`src/swsr_pkg.sv`:
```
package swsr_pkg;

   // ****************************************************************
   // Bus geometry
   // ****************************************************************
   localparam int unsigned ADDR_W = 4;
   localparam int unsigned DATA_W = 16;

   // ****************************************************************
   // Register indices
   // ****************************************************************
   localparam logic [ADDR_W-1:0] OFS_WINDOW_CONFIG     = 4'h0;
   localparam logic [ADDR_W-1:0] OFS_INV_WINDOW_CONFIG = 4'h1;
   localparam logic [ADDR_W-1:0] OFS_SEED              = 4'h2;
   localparam logic [ADDR_W-1:0] OFS_RESPONSE          = 4'h3;
   localparam logic [ADDR_W-1:0] OFS_SELFTEST_REQ      = 4'h4;
   localparam logic [ADDR_W-1:0] OFS_INV_SELFTEST_REQ  = 4'h5;
   localparam logic [ADDR_W-1:0] OFS_ANALOG_RESULTS    = 4'h6;
   localparam logic [ADDR_W-1:0] OFS_PIN_LOGIC_RESULTS = 4'h7;
   localparam logic [ADDR_W-1:0] OFS_REFRESH_STATUS    = 4'h8;

   // ****************************************************************
   // Field layout
   // ****************************************************************
   localparam logic [DATA_W-1:0] MASK_DURATION   = 16'hF000;
   localparam logic [DATA_W-1:0] MASK_DUTY       = 16'h0700;
   localparam logic [DATA_W-1:0] MASK_REQ        = 16'h0001;
   localparam logic [DATA_W-1:0] MASK_ANALOG     = 16'h7FFF;
   localparam int unsigned       POS_DURATION    = 12;
   localparam int unsigned       POS_DUTY        = 8;
   localparam int unsigned       POS_PIN_FAULTS  = 8;
   localparam int unsigned       POS_LOGIC_RAN   = 1;
   localparam int unsigned       POS_LOGIC_PASS  = 0;
   localparam int unsigned       POS_ST_GOOD     = 0;
   localparam int unsigned       POS_ST_BAD      = 1;
   localparam int unsigned       POS_ST_REFUSED  = 2;

   // ****************************************************************
   // Reset values and forbidden seeds
   // ****************************************************************
   localparam logic [DATA_W-1:0] RST_WINDOW_CONFIG     = 16'h0000;
   localparam logic [DATA_W-1:0] RST_INV_WINDOW_CONFIG = 16'hF700;
   localparam logic [DATA_W-1:0] RST_SEED              = 16'h5AB2;
   localparam logic [DATA_W-1:0] RST_ZERO              = 16'h0000;
   localparam logic [DATA_W-1:0] SEED_ALL_ONES         = 16'hFFFF;
   localparam logic [DATA_W-1:0] SEED_ALL_ZEROS        = 16'h0000;

   // True when every masked bit of a is the inverse of b
   function automatic logic swsr_inverse_ok(input logic [DATA_W-1:0] a,
                                            input logic [DATA_W-1:0] b,
                                            input logic [DATA_W-1:0] mask);
      swsr_inverse_ok = (((a ^ b) & mask) == mask);
   endfunction

endpackage

```
`src/swsr_st_if.sv`:
```
interface swsr_st_if;
   import swsr_pkg::*;
   logic              wr_req;
   logic              wr_inv;
   logic              wbit;
   logic              req_bit;
   logic              inv_bit;
   logic              start;
   logic [14:0]       analog_res;
   logic [DATA_W-1:0] pin_logic_res;

   modport regs (output wr_req, output wr_inv, output wbit,
                 input req_bit, input inv_bit, input start,
                 input analog_res, input pin_logic_res);
   modport st   (input wr_req, input wr_inv, input wbit,
                 output req_bit, output inv_bit, output start,
                 output analog_res, output pin_logic_res);
endinterface

```
`src/swsr_regs.sv`:
```
// Implementation choices: the strobed register port and the placing of the registers.
module swsr_regs #(
   parameter bit CHALLENGER_VARIANT = 1'b1
) (
   input  wire logic                        clk,
   input  wire logic                        reset,
   input  wire logic [swsr_pkg::ADDR_W-1:0] addr,
   input  wire logic [swsr_pkg::DATA_W-1:0] wr_data,
   input  wire logic                        wr_stb,
   input  wire logic                        rd_stb,
   output logic      [swsr_pkg::DATA_W-1:0] rd_data,
   input  wire logic                        analog_selftest_done,
   input  wire logic [14:0]                 analog_selftest_faults,
   input  wire logic                        pin_check_done,
   input  wire logic [5:0]                  pin_stuck_faults,
   input  wire logic                        logic_selftest_done,
   input  wire logic                        logic_selftest_pass,
   output logic      [3:0]                  window_duration,
   output logic      [2:0]                  window_duty,
   output logic                             refresh_good,
   output logic                             refresh_bad,
   output logic                             analog_selftest_start,
   output logic                             ondemand_selftest_req
);
   import swsr_pkg::*;

   // ****************************************************************
   // Storage
   // ****************************************************************
   logic [DATA_W-1:0] window_config;
   logic [DATA_W-1:0] inverted_window_config;
   logic [DATA_W-1:0] refresh_seed_value;
   logic [DATA_W-1:0] refresh_response_value;
   logic              last_good;
   logic              last_bad;
   logic              seed_refused;

   swsr_st_if st_bus ();

   swsr_selftest u_selftest (
      .clk            (clk),
      .reset          (reset),
      .bus            (st_bus.st),
      .analog_done    (analog_selftest_done),
      .analog_faults  (analog_selftest_faults),
      .pin_check_done (pin_check_done),
      .pin_faults     (pin_stuck_faults),
      .logic_done     (logic_selftest_done),
      .logic_pass     (logic_selftest_pass)
   );

   // ****************************************************************
   // Address decode
   // ****************************************************************
   wire logic wr_window     = wr_stb && (addr == OFS_WINDOW_CONFIG);
   wire logic wr_inv_window = wr_stb && (addr == OFS_INV_WINDOW_CONFIG);
   wire logic wr_seed       = wr_stb && (addr == OFS_SEED);
   wire logic wr_response   = wr_stb && (addr == OFS_RESPONSE);
   wire logic wr_status     = wr_stb && (addr == OFS_REFRESH_STATUS);

   assign st_bus.wr_req = wr_stb && (addr == OFS_SELFTEST_REQ);
   assign st_bus.wr_inv = wr_stb && (addr == OFS_INV_SELFTEST_REQ);
   assign st_bus.wbit   = wr_data[0];

   // ****************************************************************
   // Window configuration pair
   // ****************************************************************
   // Only the defined fields are stored; other bits read as zero
   wire logic [DATA_W-1:0] win_field_mask = MASK_DURATION | MASK_DUTY;

   // Compare on the stored pair, so a half-written pair never applies
   wire logic duration_ok = swsr_inverse_ok(window_config, inverted_window_config,
                                            MASK_DURATION);
   wire logic duty_ok     = swsr_inverse_ok(window_config, inverted_window_config,
                                            MASK_DUTY);

   wire logic [3:0] next_duration = duration_ok ?
                    window_config[POS_DURATION +: 4] : window_duration;
   wire logic [2:0] next_duty     = duty_ok ?
                    window_config[POS_DUTY +: 3] : window_duty;

   always_ff @(posedge clk or posedge reset) begin
      if (reset) begin
         window_config          <= RST_WINDOW_CONFIG;
         inverted_window_config <= RST_INV_WINDOW_CONFIG;
      end else begin
         if (wr_window) begin
            window_config <= wr_data & win_field_mask;
         end
         if (wr_inv_window) begin
            // Every code of both inverted fields is accepted
            inverted_window_config <= wr_data & win_field_mask;
         end
      end
   end

   always_ff @(posedge clk or posedge reset) begin
      if (reset) begin
         window_duration <= RST_WINDOW_CONFIG[POS_DURATION +: 4];
         window_duty     <= RST_WINDOW_CONFIG[POS_DUTY +: 3];
      end else begin
         window_duration <= next_duration;
         window_duty     <= next_duty;
      end
   end

   // ****************************************************************
   // Seed guard
   // ****************************************************************
   wire logic seed_is_ones  = (wr_data == SEED_ALL_ONES);
   wire logic seed_is_zeros = (wr_data == SEED_ALL_ZEROS);
   wire logic seed_forbid   = CHALLENGER_VARIANT ? seed_is_ones
                                                 : (seed_is_ones || seed_is_zeros);
   wire logic seed_accept   = wr_seed && !seed_forbid;
   wire logic seed_reject   = wr_seed && seed_forbid;

   always_ff @(posedge clk or posedge reset) begin
      if (reset) begin
         refresh_seed_value <= RST_SEED;
      end else if (seed_accept) begin
         refresh_seed_value <= wr_data;
      end
   end

   // ****************************************************************
   // Refresh response judgement
   // ****************************************************************
   // Judged against the seed held at the moment of the write
   wire logic [DATA_W-1:0] expected_response =
      CHALLENGER_VARIANT ? ~refresh_seed_value
                         : refresh_seed_value;
   wire logic response_match = (wr_data == expected_response);
   wire logic good_now       = wr_response && response_match;
   wire logic bad_now        = wr_response && !response_match;

   always_ff @(posedge clk or posedge reset) begin
      if (reset) begin
         refresh_response_value <= RST_ZERO;
         refresh_good           <= 1'b0;
         refresh_bad            <= 1'b0;
      end else begin
         refresh_good <= good_now;
         refresh_bad  <= bad_now;
         if (wr_response) begin
            refresh_response_value <= wr_data;
         end
      end
   end

   // ****************************************************************
   // Refresh status
   // ****************************************************************
   // Refusal is sticky so a polled write can still be checked;
   // a new refusal wins over a write-one clear in the same cycle
   wire logic clr_refused  = wr_status && wr_data[POS_ST_REFUSED];
   wire logic next_refused = seed_reject ? 1'b1 : (clr_refused ? 1'b0 : seed_refused);

   always_ff @(posedge clk or posedge reset) begin
      if (reset) begin
         last_good    <= 1'b0;
         last_bad     <= 1'b0;
         seed_refused <= 1'b0;
      end else begin
         seed_refused <= next_refused;
         if (wr_response) begin
            last_good <= response_match;
            last_bad  <= !response_match;
         end
      end
   end

   // ****************************************************************
   // Read path
   // ****************************************************************
   logic [DATA_W-1:0] read_mux;
   logic [DATA_W-1:0] status_word;

   always_comb begin
      status_word                 = RST_ZERO;
      status_word[POS_ST_GOOD]    = last_good;
      status_word[POS_ST_BAD]     = last_bad;
      status_word[POS_ST_REFUSED] = seed_refused;
   end

   // Results are only ever read; writes to them are dropped
   always_comb begin
      unique case (addr)
         OFS_WINDOW_CONFIG:     read_mux = window_config;
         OFS_INV_WINDOW_CONFIG: read_mux = inverted_window_config;
         OFS_SEED:              read_mux = refresh_seed_value;
         OFS_RESPONSE:          read_mux = refresh_response_value;
         OFS_SELFTEST_REQ:      read_mux = {15'h0000, st_bus.req_bit};
         OFS_INV_SELFTEST_REQ:  read_mux = {15'h0000, st_bus.inv_bit};
         OFS_ANALOG_RESULTS:    read_mux = {1'b0, st_bus.analog_res} & MASK_ANALOG;
         OFS_PIN_LOGIC_RESULTS: read_mux = st_bus.pin_logic_res;
         OFS_REFRESH_STATUS:    read_mux = status_word;
         default:               read_mux = RST_ZERO;
      endcase
   end

   always_ff @(posedge clk or posedge reset) begin
      if (reset) begin
         rd_data <= RST_ZERO;
      end else if (rd_stb) begin
         rd_data <= read_mux;
      end else begin
         rd_data <= RST_ZERO;
      end
   end

   // ****************************************************************
   // Self-test outputs
   // ****************************************************************
   assign analog_selftest_start = st_bus.start;
   assign ondemand_selftest_req = st_bus.req_bit;

endmodule // swsr_regs

```
`src/swsr_selftest.sv`:
```
module swsr_selftest (
   input  wire logic        clk,
   input  wire logic        reset,
   swsr_st_if.st            bus,
   input  wire logic        analog_done,
   input  wire logic [14:0] analog_faults,
   input  wire logic        pin_check_done,
   input  wire logic [5:0]  pin_faults,
   input  wire logic        logic_done,
   input  wire logic        logic_pass
);
   import swsr_pkg::*;

   logic        req_bit;
   logic        inv_bit;
   logic        start;
   logic [14:0] analog_res;
   logic [5:0]  pin_res;
   logic        logic_ran;
   logic        logic_passed;

   wire logic   req_ok     = bus.wr_req && bus.wbit && (bus.wbit == ~inv_bit);
   wire logic   next_req   = req_ok ? 1'b1 : (analog_done ? 1'b0 : req_bit);

   // ****************************************************************
   // Request, complement and start
   // ****************************************************************
   always_ff @(posedge clk or posedge reset) begin
      if (reset) begin
         req_bit <= 1'b0;
         inv_bit <= 1'b1;
         start   <= 1'b0;
      end else begin
         req_bit <= next_req;
         start   <= req_ok;
         if (bus.wr_inv) begin
            inv_bit <= bus.wbit;
         end
      end
   end

   // ****************************************************************
   // Sticky results, cleared only by reset; the logic pass bit is rewritten by each logic run
   // ****************************************************************
   always_ff @(posedge clk or posedge reset) begin
      if (reset) begin
         analog_res   <= 15'h0000;
         pin_res      <= 6'h00;
         logic_ran    <= 1'b0;
         logic_passed <= 1'b0;
      end else begin
         if (analog_done) begin
            analog_res <= analog_res | analog_faults;
         end
         if (pin_check_done) begin
            pin_res <= pin_res | pin_faults;
         end
         if (logic_done) begin
            logic_ran    <= 1'b1;
            logic_passed <= logic_pass;
         end
      end
   end

   assign bus.req_bit       = req_bit;
   assign bus.inv_bit       = inv_bit;
   assign bus.start         = start;
   assign bus.analog_res    = analog_res;
   assign bus.pin_logic_res = {2'b00, pin_res, 6'h00, logic_ran, logic_passed};
endmodule // swsr_selftest

```
`config.mk`:
```
export PLATFORM = sky130hd
export DESIGN_NAME = swsr_regs
export DESIGN_NICKNAME = d
export VERILOG_FILES = /design/src/swsr_pkg.sv /design/src/swsr_st_if.sv /design/src/swsr_regs.sv /design/src/swsr_selftest.sv
export SDC_FILE = /design/constraint.sdc
export NUM_CORES = 1
export LEC_CHECK = 0
export ABC_AREA = 0
export CORE_ASPECT_RATIO = 0.75
export CORE_MARGIN = 4
export CORE_UTILIZATION = 45
export CTS_CLUSTER_SIZE = 24
export DETAILED_ROUTE_END_ITERATION = 6
export DONT_BUFFER_PORTS = 1
export PLACE_DENSITY = 0.63
export SYNTH_ARGS = -nofsm -noshare
export SYNTH_HDL_FRONTEND = slang
export SYNTH_HIERARCHICAL = 1
export SYNTH_SLANG_ARGS = --single-unit
```
`constraint.sdc`:
```
create_clock -name clk -period 2.75 [get_ports clk]
set_clock_uncertainty 0.15 [all_clocks]
set_input_delay 0.275 -clock clk [delete_from_list [all_inputs] [get_ports clk]]
set_output_delay 0.275 -clock clk [all_outputs]
set_load 0.02 [all_outputs]
```
After elaboration in Yosys (flattened, before gate mapping):

Cells that the tools add are included.

* equality and inequality tests: 13
* reductions and logical operators: 19
* bitwise gates (word level): 5
* muxes and demuxes: 6

Operators by type and width (count)
* 16-bit case mux with 9 select lines: 1
* 16-bit equality test: 1
* 16-bit equality test (second input constant): 1
* 4-bit by 3-bit equality test with 1-bit output (second input constant): 4
* 16-bit 2-to-1 mux: 1
* 16-bit inverter: 1
* 16-bit XOR: 1
* 15-bit bitwise OR: 1
* 1-bit logical AND: 14
* 4-bit by 2-bit equality test with 1-bit output (second input constant): 2
* 4-bit equality test (second input constant): 2
* 6-bit bitwise OR: 1
* 4-bit by 1-bit equality test with 1-bit output (second input constant): 1
* 4-bit logical NOT: 1
* 1-bit 2-to-1 mux: 4
* 2-bit nonzero test: 2
* 3-bit equality test (second input constant): 1
* 1-bit logical NOT: 2
* 1-bit equality test: 1
* 1-bit inverter: 1

* output and inout port bits: 27
* flip-flop bits (word level): 100
* input bits: 49
* logic and storage cells: 62

Depth between registers and ports, before layout:

Gate-level depths: netlist (run 1).

* depth in word-level cells: 5
* depth in mapped cells: 6
* mapped depth without buffers: 5

Modules after synthesis:

The synthesis (run 1) kept the hierarchy.

By module, submodules not included
* swsr_regs: area each 3527.1 um2, instances 1, cells each 282
* swsr_selftest: area each 978.4 um2, instances 1, cells each 68

Worst setup path after synthesis (run 1):

OpenSTA, ideal clock, no wires.

* path type: in2reg
* start: in addr[3] (netlist bit)
* end: reg refresh_seed_value[0]
* stages on the path: 6
* data required time: 2.473 ns
* setup time: 0.127 ns
* data arrival time: 1.675 ns
* path slack: 0.798 ns
* buffers on the path: 2
* cell sequence: buf_2 -> nor4b_4 -> nand2_2 -> nor2_4 -> buf_6 -> mux2_1

* cells in the longest elaborated chain, start to end: 3

Ends and longest elaborated chain
* from (decl): line swsr_regs.sv:7 `input wire logic [swsr_pkg::ADDR_W-1:0] addr,`
* 4-bit by 2-bit equality test with 1-bit output: line swsr_regs.sv:57 `wire logic wr_seed = wr_stb && (addr == OFS_SEED);`
* 1-bit logical AND: line swsr_regs.sv:57
* 1-bit logical AND: line swsr_regs.sv:114 `wire logic seed_accept = wr_seed && !seed_forbid;`
* to (signal assigned): line swsr_regs.sv:121 `refresh_seed_value <= wr_data;`
* to (decl): line swsr_regs.sv:32 `logic [DATA_W-1:0] refresh_seed_value;`

No other way between the ends.
A chain may end at the register's enable or synchronous reset.

Worst setup path in the final report (run 1):

* start: reg refresh_seed_value[3]
* end: reg last_bad

* cells in the longest elaborated chain, start to end: 3

Ends and longest elaborated chain
* 16-bit inverter: line swsr_regs.sv:130 `CHALLENGER_VARIANT ? ~refresh_seed_value`
* 16-bit equality test: line swsr_regs.sv:132 `wire logic response_match = (wr_data == expected_response);`
* 1-bit logical NOT: line swsr_regs.sv:167 `last_bad <= !response_match;`
* to (signal assigned): line swsr_regs.sv:167
* to (decl): line swsr_regs.sv:35 `logic last_bad;`

No other way between the ends.

==> results of run 1 <==
-- cells in the mapped netlist (all sizes together), types with 8 or more instances --
cell type and count:
mux2 54, a21o 22, dfstp 16, nand2 16, buf 20, nor2 8, a21oi 8, dfrtp 84
xnor2 18, a22oi 26
-- metal layers --
layer	share of wire (%)	routed length [um]	vias to the layer above	global-route usage, %
li1	-	-	1355	-
met3	7.6	874	12	6.53
met2	43	4980	104	29.7
met1	48	5460	1590	31.5
met5	0	0	-	0
met4	1.4	164	0	5.99
-- kinds of logic after synthesis --
group / Yosys count / synth area share, %
multiplexers: 57 / 14.2
other: 1 / 0.0832
AO/OA/AOI/OAI: 80 / 13.2
buffers and inverters: 31 / 4.19
XOR/XNOR: 23 / 4.47
flip-flops: 100 / 56.0
AND/OR/NAND/NOR: 58 / 7.91
-- registers in the layout, summed over array words and instances, names as in the netlist, 3 cells and up --
name and flops:
u_selftest/bus.analog_res 15, rd_data 16, inverted_window_config 7, window_duty 3, u_selftest/pin_res 6, refresh_seed_value 16, window_config 7, refresh_response_value 16
window_duration 4
-- layout by cell type (no fill, tap or decap), types with 7 or more instances in the layout --
cell type,synthesis,layout
dfrtp_1,84,84
a21o_1,22,22
clkbuf_16,0,9
xnor2_1,18,18
dfstp_2,16,16
nand2_1,15,15
nand4_1,7,7
mux2_1,15,15
mux2_2,39,39
conb_1,1,8
dlygate4sd3_1,0,44
nor2_1,7,7
a21oi_1,8,8
a22oi_1,26,26
a31oi_1,7,7
-- repair_timing --
action                    4_1_cts  5_1_grt
hold endpoints to repair      127        0
setup buffers                   0        0
hold buffers                   44        0
-- path summary, 6_finish.rpt --
path	cells past startpoint	end	from
worst max-delay path	4	last_bad$_DFFE_PP0P_	refresh_seed_value[3]$_DFFE_PP0P_
worst min-delay path	2	refresh_seed_value[9]$_DFFE_PP1P_	wr_stb
worst max register to register	4	last_bad$_DFFE_PP0P_	refresh_seed_value[3]$_DFFE_PP0P_
worst min register to register	1	u_selftest/bus.analog_res[8]$_DFFE_PP0P_	u_selftest/bus.analog_res[8]$_DFFE_PP0P_
max in group asynchronous	3	inverted_window_config[12]$_DFFE_PP1P_	reset
min in group asynchronous	2	rd_data[0]$_DFF_PP0_	reset
-- cell type report --
class,count,share of cell area [%]
clock buffer,13,4.88
clock inverter,3,0.844
inverter,4,0.281
multi-input combinational,226,34.1
sequential,100,47.3
tap,132,3.10
timing repair buffer,51,9.48
-- power breakdown --
part           total, W  switching, W  internal (W)
logic          0.000529      0.000216      0.000313
clock network   0.00128      0.000525      0.000756
registers       0.00199      0.000254       0.00173
-- per-stage QoR --
step / hold WS (ns) / total power [W] / setup slack (ns) / instance area [sq um]
2_1_floorplan: 0.164 / 0.00236 / 0.468 / 4530
3_3_place_gp: 0.197 / 0.00245 / 0.968 / 4590
3_5_place_dp: 0.211 / 0.00248 / 0.959 / 4590
4_1_cts: 0.00824 / 0.00382 / 1.03 / 5330
5_1_grt: 0.0208 / 0.00397 / 0.941 / 5330
6_report: 0.0157 / 0.00380 / 0.999 / 5330
==> flow_summary.toml, run 1 <==
[status]
status = "completed"

[synth]
synth.area.top_cells = "dfrtp_1, mux2_2, dfstp_2"
synth_top_cell_area_share_pct = 46.7
async_reset_ff_share_pct = 100
ys_seq_elements = 100
seq_area_frac_synth_pct = 56.0
yosys_warnings = 6
netlist-cell-type-count = 49
syn_area_sq_um = 4510
syn_area_per_cell_sq_um = 12.9
syn_inst = 350
synth_ff_type = "dfrtp_1"
synth-edff-count = 0
synth_top_area_cell = "dfrtp_1"

[floorplanning]
die_y_um = 94.7
fp.coreArea_sq_um = 9700
dieWidth_um = 124
io_pins = 76
rows = 31
die-area_sq_um = 11700
start_util_pct = 46.5

[clock_network]
cts_buffers = 9
cts_resized = 0
h-tree-depth = 3
cts.path.max_buffers = 2
cts_root_buf = "clkbuf_16"
clock-sinks = 100
cts_tree = "yes"
clk_transition_reported_paths_ns = 0.07
clock_latency_ns = 0.34

[timing]
finalCriticalPeriod_ns = 1.75
rsz0062_at_grt = "no"
max_clock_freq_mhz = 571
setup_tns_ns = 0
slew_headroom_pct = 33.7
hold_violations = 0
period_share_pct = 63.7
tightest_slew_ns = 0.993
finalSetupViolCount = 0
report.final.slew_viol_count = 0

[placement]
gp_congestion = 0.845
dp_hpwl_um = 7620
portBuffers = 0
placed_cells = 469

[finish]
layout-drive-gt1-share_pct = 21.4
seq_area_sq_um = 2520
nNetsFinal = 441
final_cells = 529
fin_util_pct = 55.0
syn_to_final_growth_pct = 18.4
antenna_cells = 0
nFillCells = 858
multi_input_area_sq_um = 1820

[detailed_routing]
drc = 0
dr.pass1.iters = 4
post_drt_wl_per_cell_um = 21.7
vias = 3061
drt_iter0_markers = 187
ant_nets = 0
wl_um = 11500
viasPerCell = 5.79

[setup_path]
crit_required_ns = 2.83
rrSetupSlack_ns = 1.0
cp_top_family = "simple AND/OR/NAND/NOR gates"
slowest_delay_ns = 0.41
start_kind = "flip-flop"
crit_slowest_cell = "dfrtp_1"
end_kind = "flip-flop"
crit_fanout = 4
crit_chain = "xnor2_1 -> nor4_1 -> nand4_1 -> mux2_2"
crit_arrival_ns = 1.83
path_buf_inv = 0
path_class = "flip-flop to flip-flop"

[grt]
grt_pass1_vias = 3202
grt_overflow = 0
antenna_found_initial = 0
grt_pass1_wl_um = 18500
grt_max_degree = 42
grtUsageTotal_pct = 21.2

[pwr]
power_leakage_nw = 2.09
pwr_density_cell_nw_per_um2 = 712
vdd_drop_max_v = 0.000410

[run]
cap_violations = 0

[worst_hold_path]
hold_path.class = "primary input to flip-flop"
No activity file was read; power rests on OpenSTA's default activity.
==> run 2, diff against run 1 <==
- ABC_AREA: 0 -> 1
- clock period: 2.75 -> 1.68 ns (I/O delays scaled with it)
==> flow_summary.toml, run 2 <==
[grt]
grt_overflow = 0
grt_max_degree = 29
grt_pass1_wl_um = 20700
grtUsageTotal_pct = 21.0
grt_pass1_vias = 3819
antenna_found_initial = 0

[setup_path]
crit_fanout = 10
crit_start = "wr_data[4]"
start_kind = "primary input"
crit_arrival_ns = 1.64
r2r_start = "refresh_seed_value[5]$_DFFE_PP1P_"
path_class = "primary input to flip-flop"
r2r_cells = 4
crit_required_ns = 1.76
rrSetupSlack_ns = 0.19
endpoint = "refresh_seed_value[13]$_DFFE_PP0P_"
r2r-end = "rd_data[5]$_DFF_PP0_"
end_kind = "flip-flop"

[detailed_routing]
wl_um = 13000
vias = 4033
drc = 0
ant_nets = 0
dr.pass1.iters = 5
drt_iter0_markers = 317
viasPerCell = 5.09
post_drt_wl_per_cell_um = 16.4

[finish]
final_common_cell = "nand2_1"
mostFrequentLayoutCells = "nand2_1, dfrtp_1, inv_1"
layout-drive-gt1-share_pct = 14.6
nFillCells = 970
design_area_sq_um = 5850
antenna_cells = 0
syn_to_final_growth_pct = 18.3
nNetsFinal = 701
largestRegisters = "rd_data (16), refresh_response_value (16), refresh_seed_value (16)"

[synth]
async_reset_ff_share_pct = 100
synth-edff-count = 0
ys_seq_elements = 100
synth_top_area_cell = "dfrtp_1"
synth_common_cells = "nand2_1, dfrtp_1, inv_1"
synth.most_common_cell = "nand2_1"
synth_ff_type = "dfrtp_1"
synth_top_cell_area_share_pct = 42.5
synth.area.top_cells = "dfrtp_1, nand2_1, dfstp_2"
seq_area_frac_synth_pct = 51.0
syn_area_per_cell_sq_um = 8.27
yosys_warnings = 6
syn_inst = 598
syn_area_sq_um = 4950
netlist-cell-type-count = 32

[floorplanning]
die-area_sq_um = 12700
fp.coreArea_sq_um = 10500
die_y_um = 98.8
start_util_pct = 47.1
io_pins = 76
dieWidth_um = 129
rows = 32

[pwr]
p_seq_share_pct = 52.0
clkPwrFrac_pct = 33.1
power_frac_comb_pct = 14.9
intPower_w = 0.00434
power_leakage_nw = 2.82
switchingPower_w = 0.00184
vdd_drop_max_v = 0.000547
pwr_density_cell_nw_per_um2 = 1060
switching_share_pct = 29.8

[run]
cap_violations = 0

[timing]
setup_tns_ns = 0
period_share_pct = 92.8
finalCriticalPeriod_ns = 1.56
slew_headroom_pct = 55.2
hold_violations = 0
finalSetupViolCount = 0
tightest_slew_ns = 0.672
max_clock_freq_mhz = 641
rsz0062_at_grt = "no"
report.final.slew_viol_count = 0

[clock_network]
clock_latency_ns = 0.34
clock-sinks = 100
cts_tree = "yes"
clk_transition_reported_paths_ns = 0.06
cts_buffers = 9
cts.path.max_buffers = 2
cts_root_buf = "clkbuf_16"
h-tree-depth = 3

[placement]
dp_hpwl_um = 9200
gp_congestion = 0.843
placed_area_sq_um = 5050
portBuffers = 0

[status]
status = "completed"

[worst_hold_path]
hold_path.class = "primary input to flip-flop"
[run 2: changes by cell type after synthesis, moves of 15 or more]
cell and change:
mux2_2 -39, o21ai_1 +23, mux2_1 -15, nand3_1 +29, xnor2_1 -17, nand2_1 +205
inv_1 +49, nor2_1 +39, a22oi_1 -26
[run 2: stage by stage]
stage	hold slack (ns)	utilization (%)	power, W	worst slack (ns)	std cells
6_report	0.0105	55.8	0.00619	0.120	793
2_1_floorplan	0.0573	-	0.00385	0.348	605
5_1_grt	0.0235	55.8	0.00651	0.0340	793
4_1_cts	0.000770	55.5	0.00621	0.0193	791
3_5_place_dp	-0.179	48.2	0.00407	0.205	728
3_3_place_gp	-0.182	48.2	0.00404	0.207	728
[run 2: layout make-up]
class,count,area [sq um],share of cell area [%]
Clock inverter,6,63.8,1.09
Inverter,63,240,4.11
Timing Repair Buffer,60,596,10.2
Clock buffer,10,229,3.91
Tap cell,136,170,2.91
Multi-Input combinational cell,418,2030,34.7
Sequential cell,100,2520,43.1
[run 2: power by group through the flow]
| stage | Combinational, W | Sequential [W] | Clock (W) |
|---|---|---|---|
| floorplan | 0.000684 | 0.00316 | 0 |
| global placement | 0.000795 | 0.00325 | 0 |
| detailed placement | 0.000814 | 0.00325 | 0 |
| CTS | 0.000924 | 0.00321 | 0.00208 |
| global route | 0.00107 | 0.00326 | 0.00218 |
| finish | 0.000925 | 0.00322 | 0.00205 |
[run 2: per-layer routing]
metal / vias up / GRT usage (%) / wire length, um
li1: 1957 / - / -
met1: 1915 / 33.9 / 6470
met2: 153 / 27.9 / 5100
met3: 8 / 5.69 / 1330
met4: 0 / 3.79 / 86
met5: - / 0 / 0
[run 2: how the worst min path moves through the flow]
stage	slack (ns)	cells past startpoint	end	from
final	0.01	2	window_config[9]$_DFFE_PP0P_	wr_stb
after detailed placement	-0.18	1	u_selftest/bus.analog_res[4]$_DFFE_PP0P_	reset
after global routing	0.02	2	window_config[15]$_DFFE_PP0P_	wr_stb
after floorplan	0.06	1	u_selftest/bus.analog_res[0]$_DFFE_PP0P_	reset
after global placement	-0.18	1	u_selftest/bus.analog_res[5]$_DFFE_PP0P_	reset
after CTS	0.0008	2	window_config[9]$_DFFE_PP0P_	wr_stb
[run 2: worst max-delay path: stages]
cell	delay [ns]
dlygate4sd3_1	0.56
inv_1	0.10
nor3_4	0.25
nand4_4	0.20
buf_4	0.23
nand3_1	0.08
nand2_1	0.05
[run 2: logic make-up (layout without fill, tap and decap cells)]
kind of cell | after synthesis | in the layout | synth area share (%)
and+or+nand+nor | 328 | 328 | 29.3
AOI/OAI and AO/OA | 75 | 75 | 9.59
other | 1 | 8 | 0.0758
xor gates and xnor gates | 7 | 7 | 1.24
buffers and inverters | 87 | 139 | 8.80
DFF | 100 | 100 | 51.0
[run 2: repair_timing]
item / CTS / global route
setup buffers: 0 / 2
endpoints found under the hold margin: 159 / 0
hold buffers: 47 / 0
endpoints found under the setup margin: 0 / 17
gates resized for setup: 0 / 4
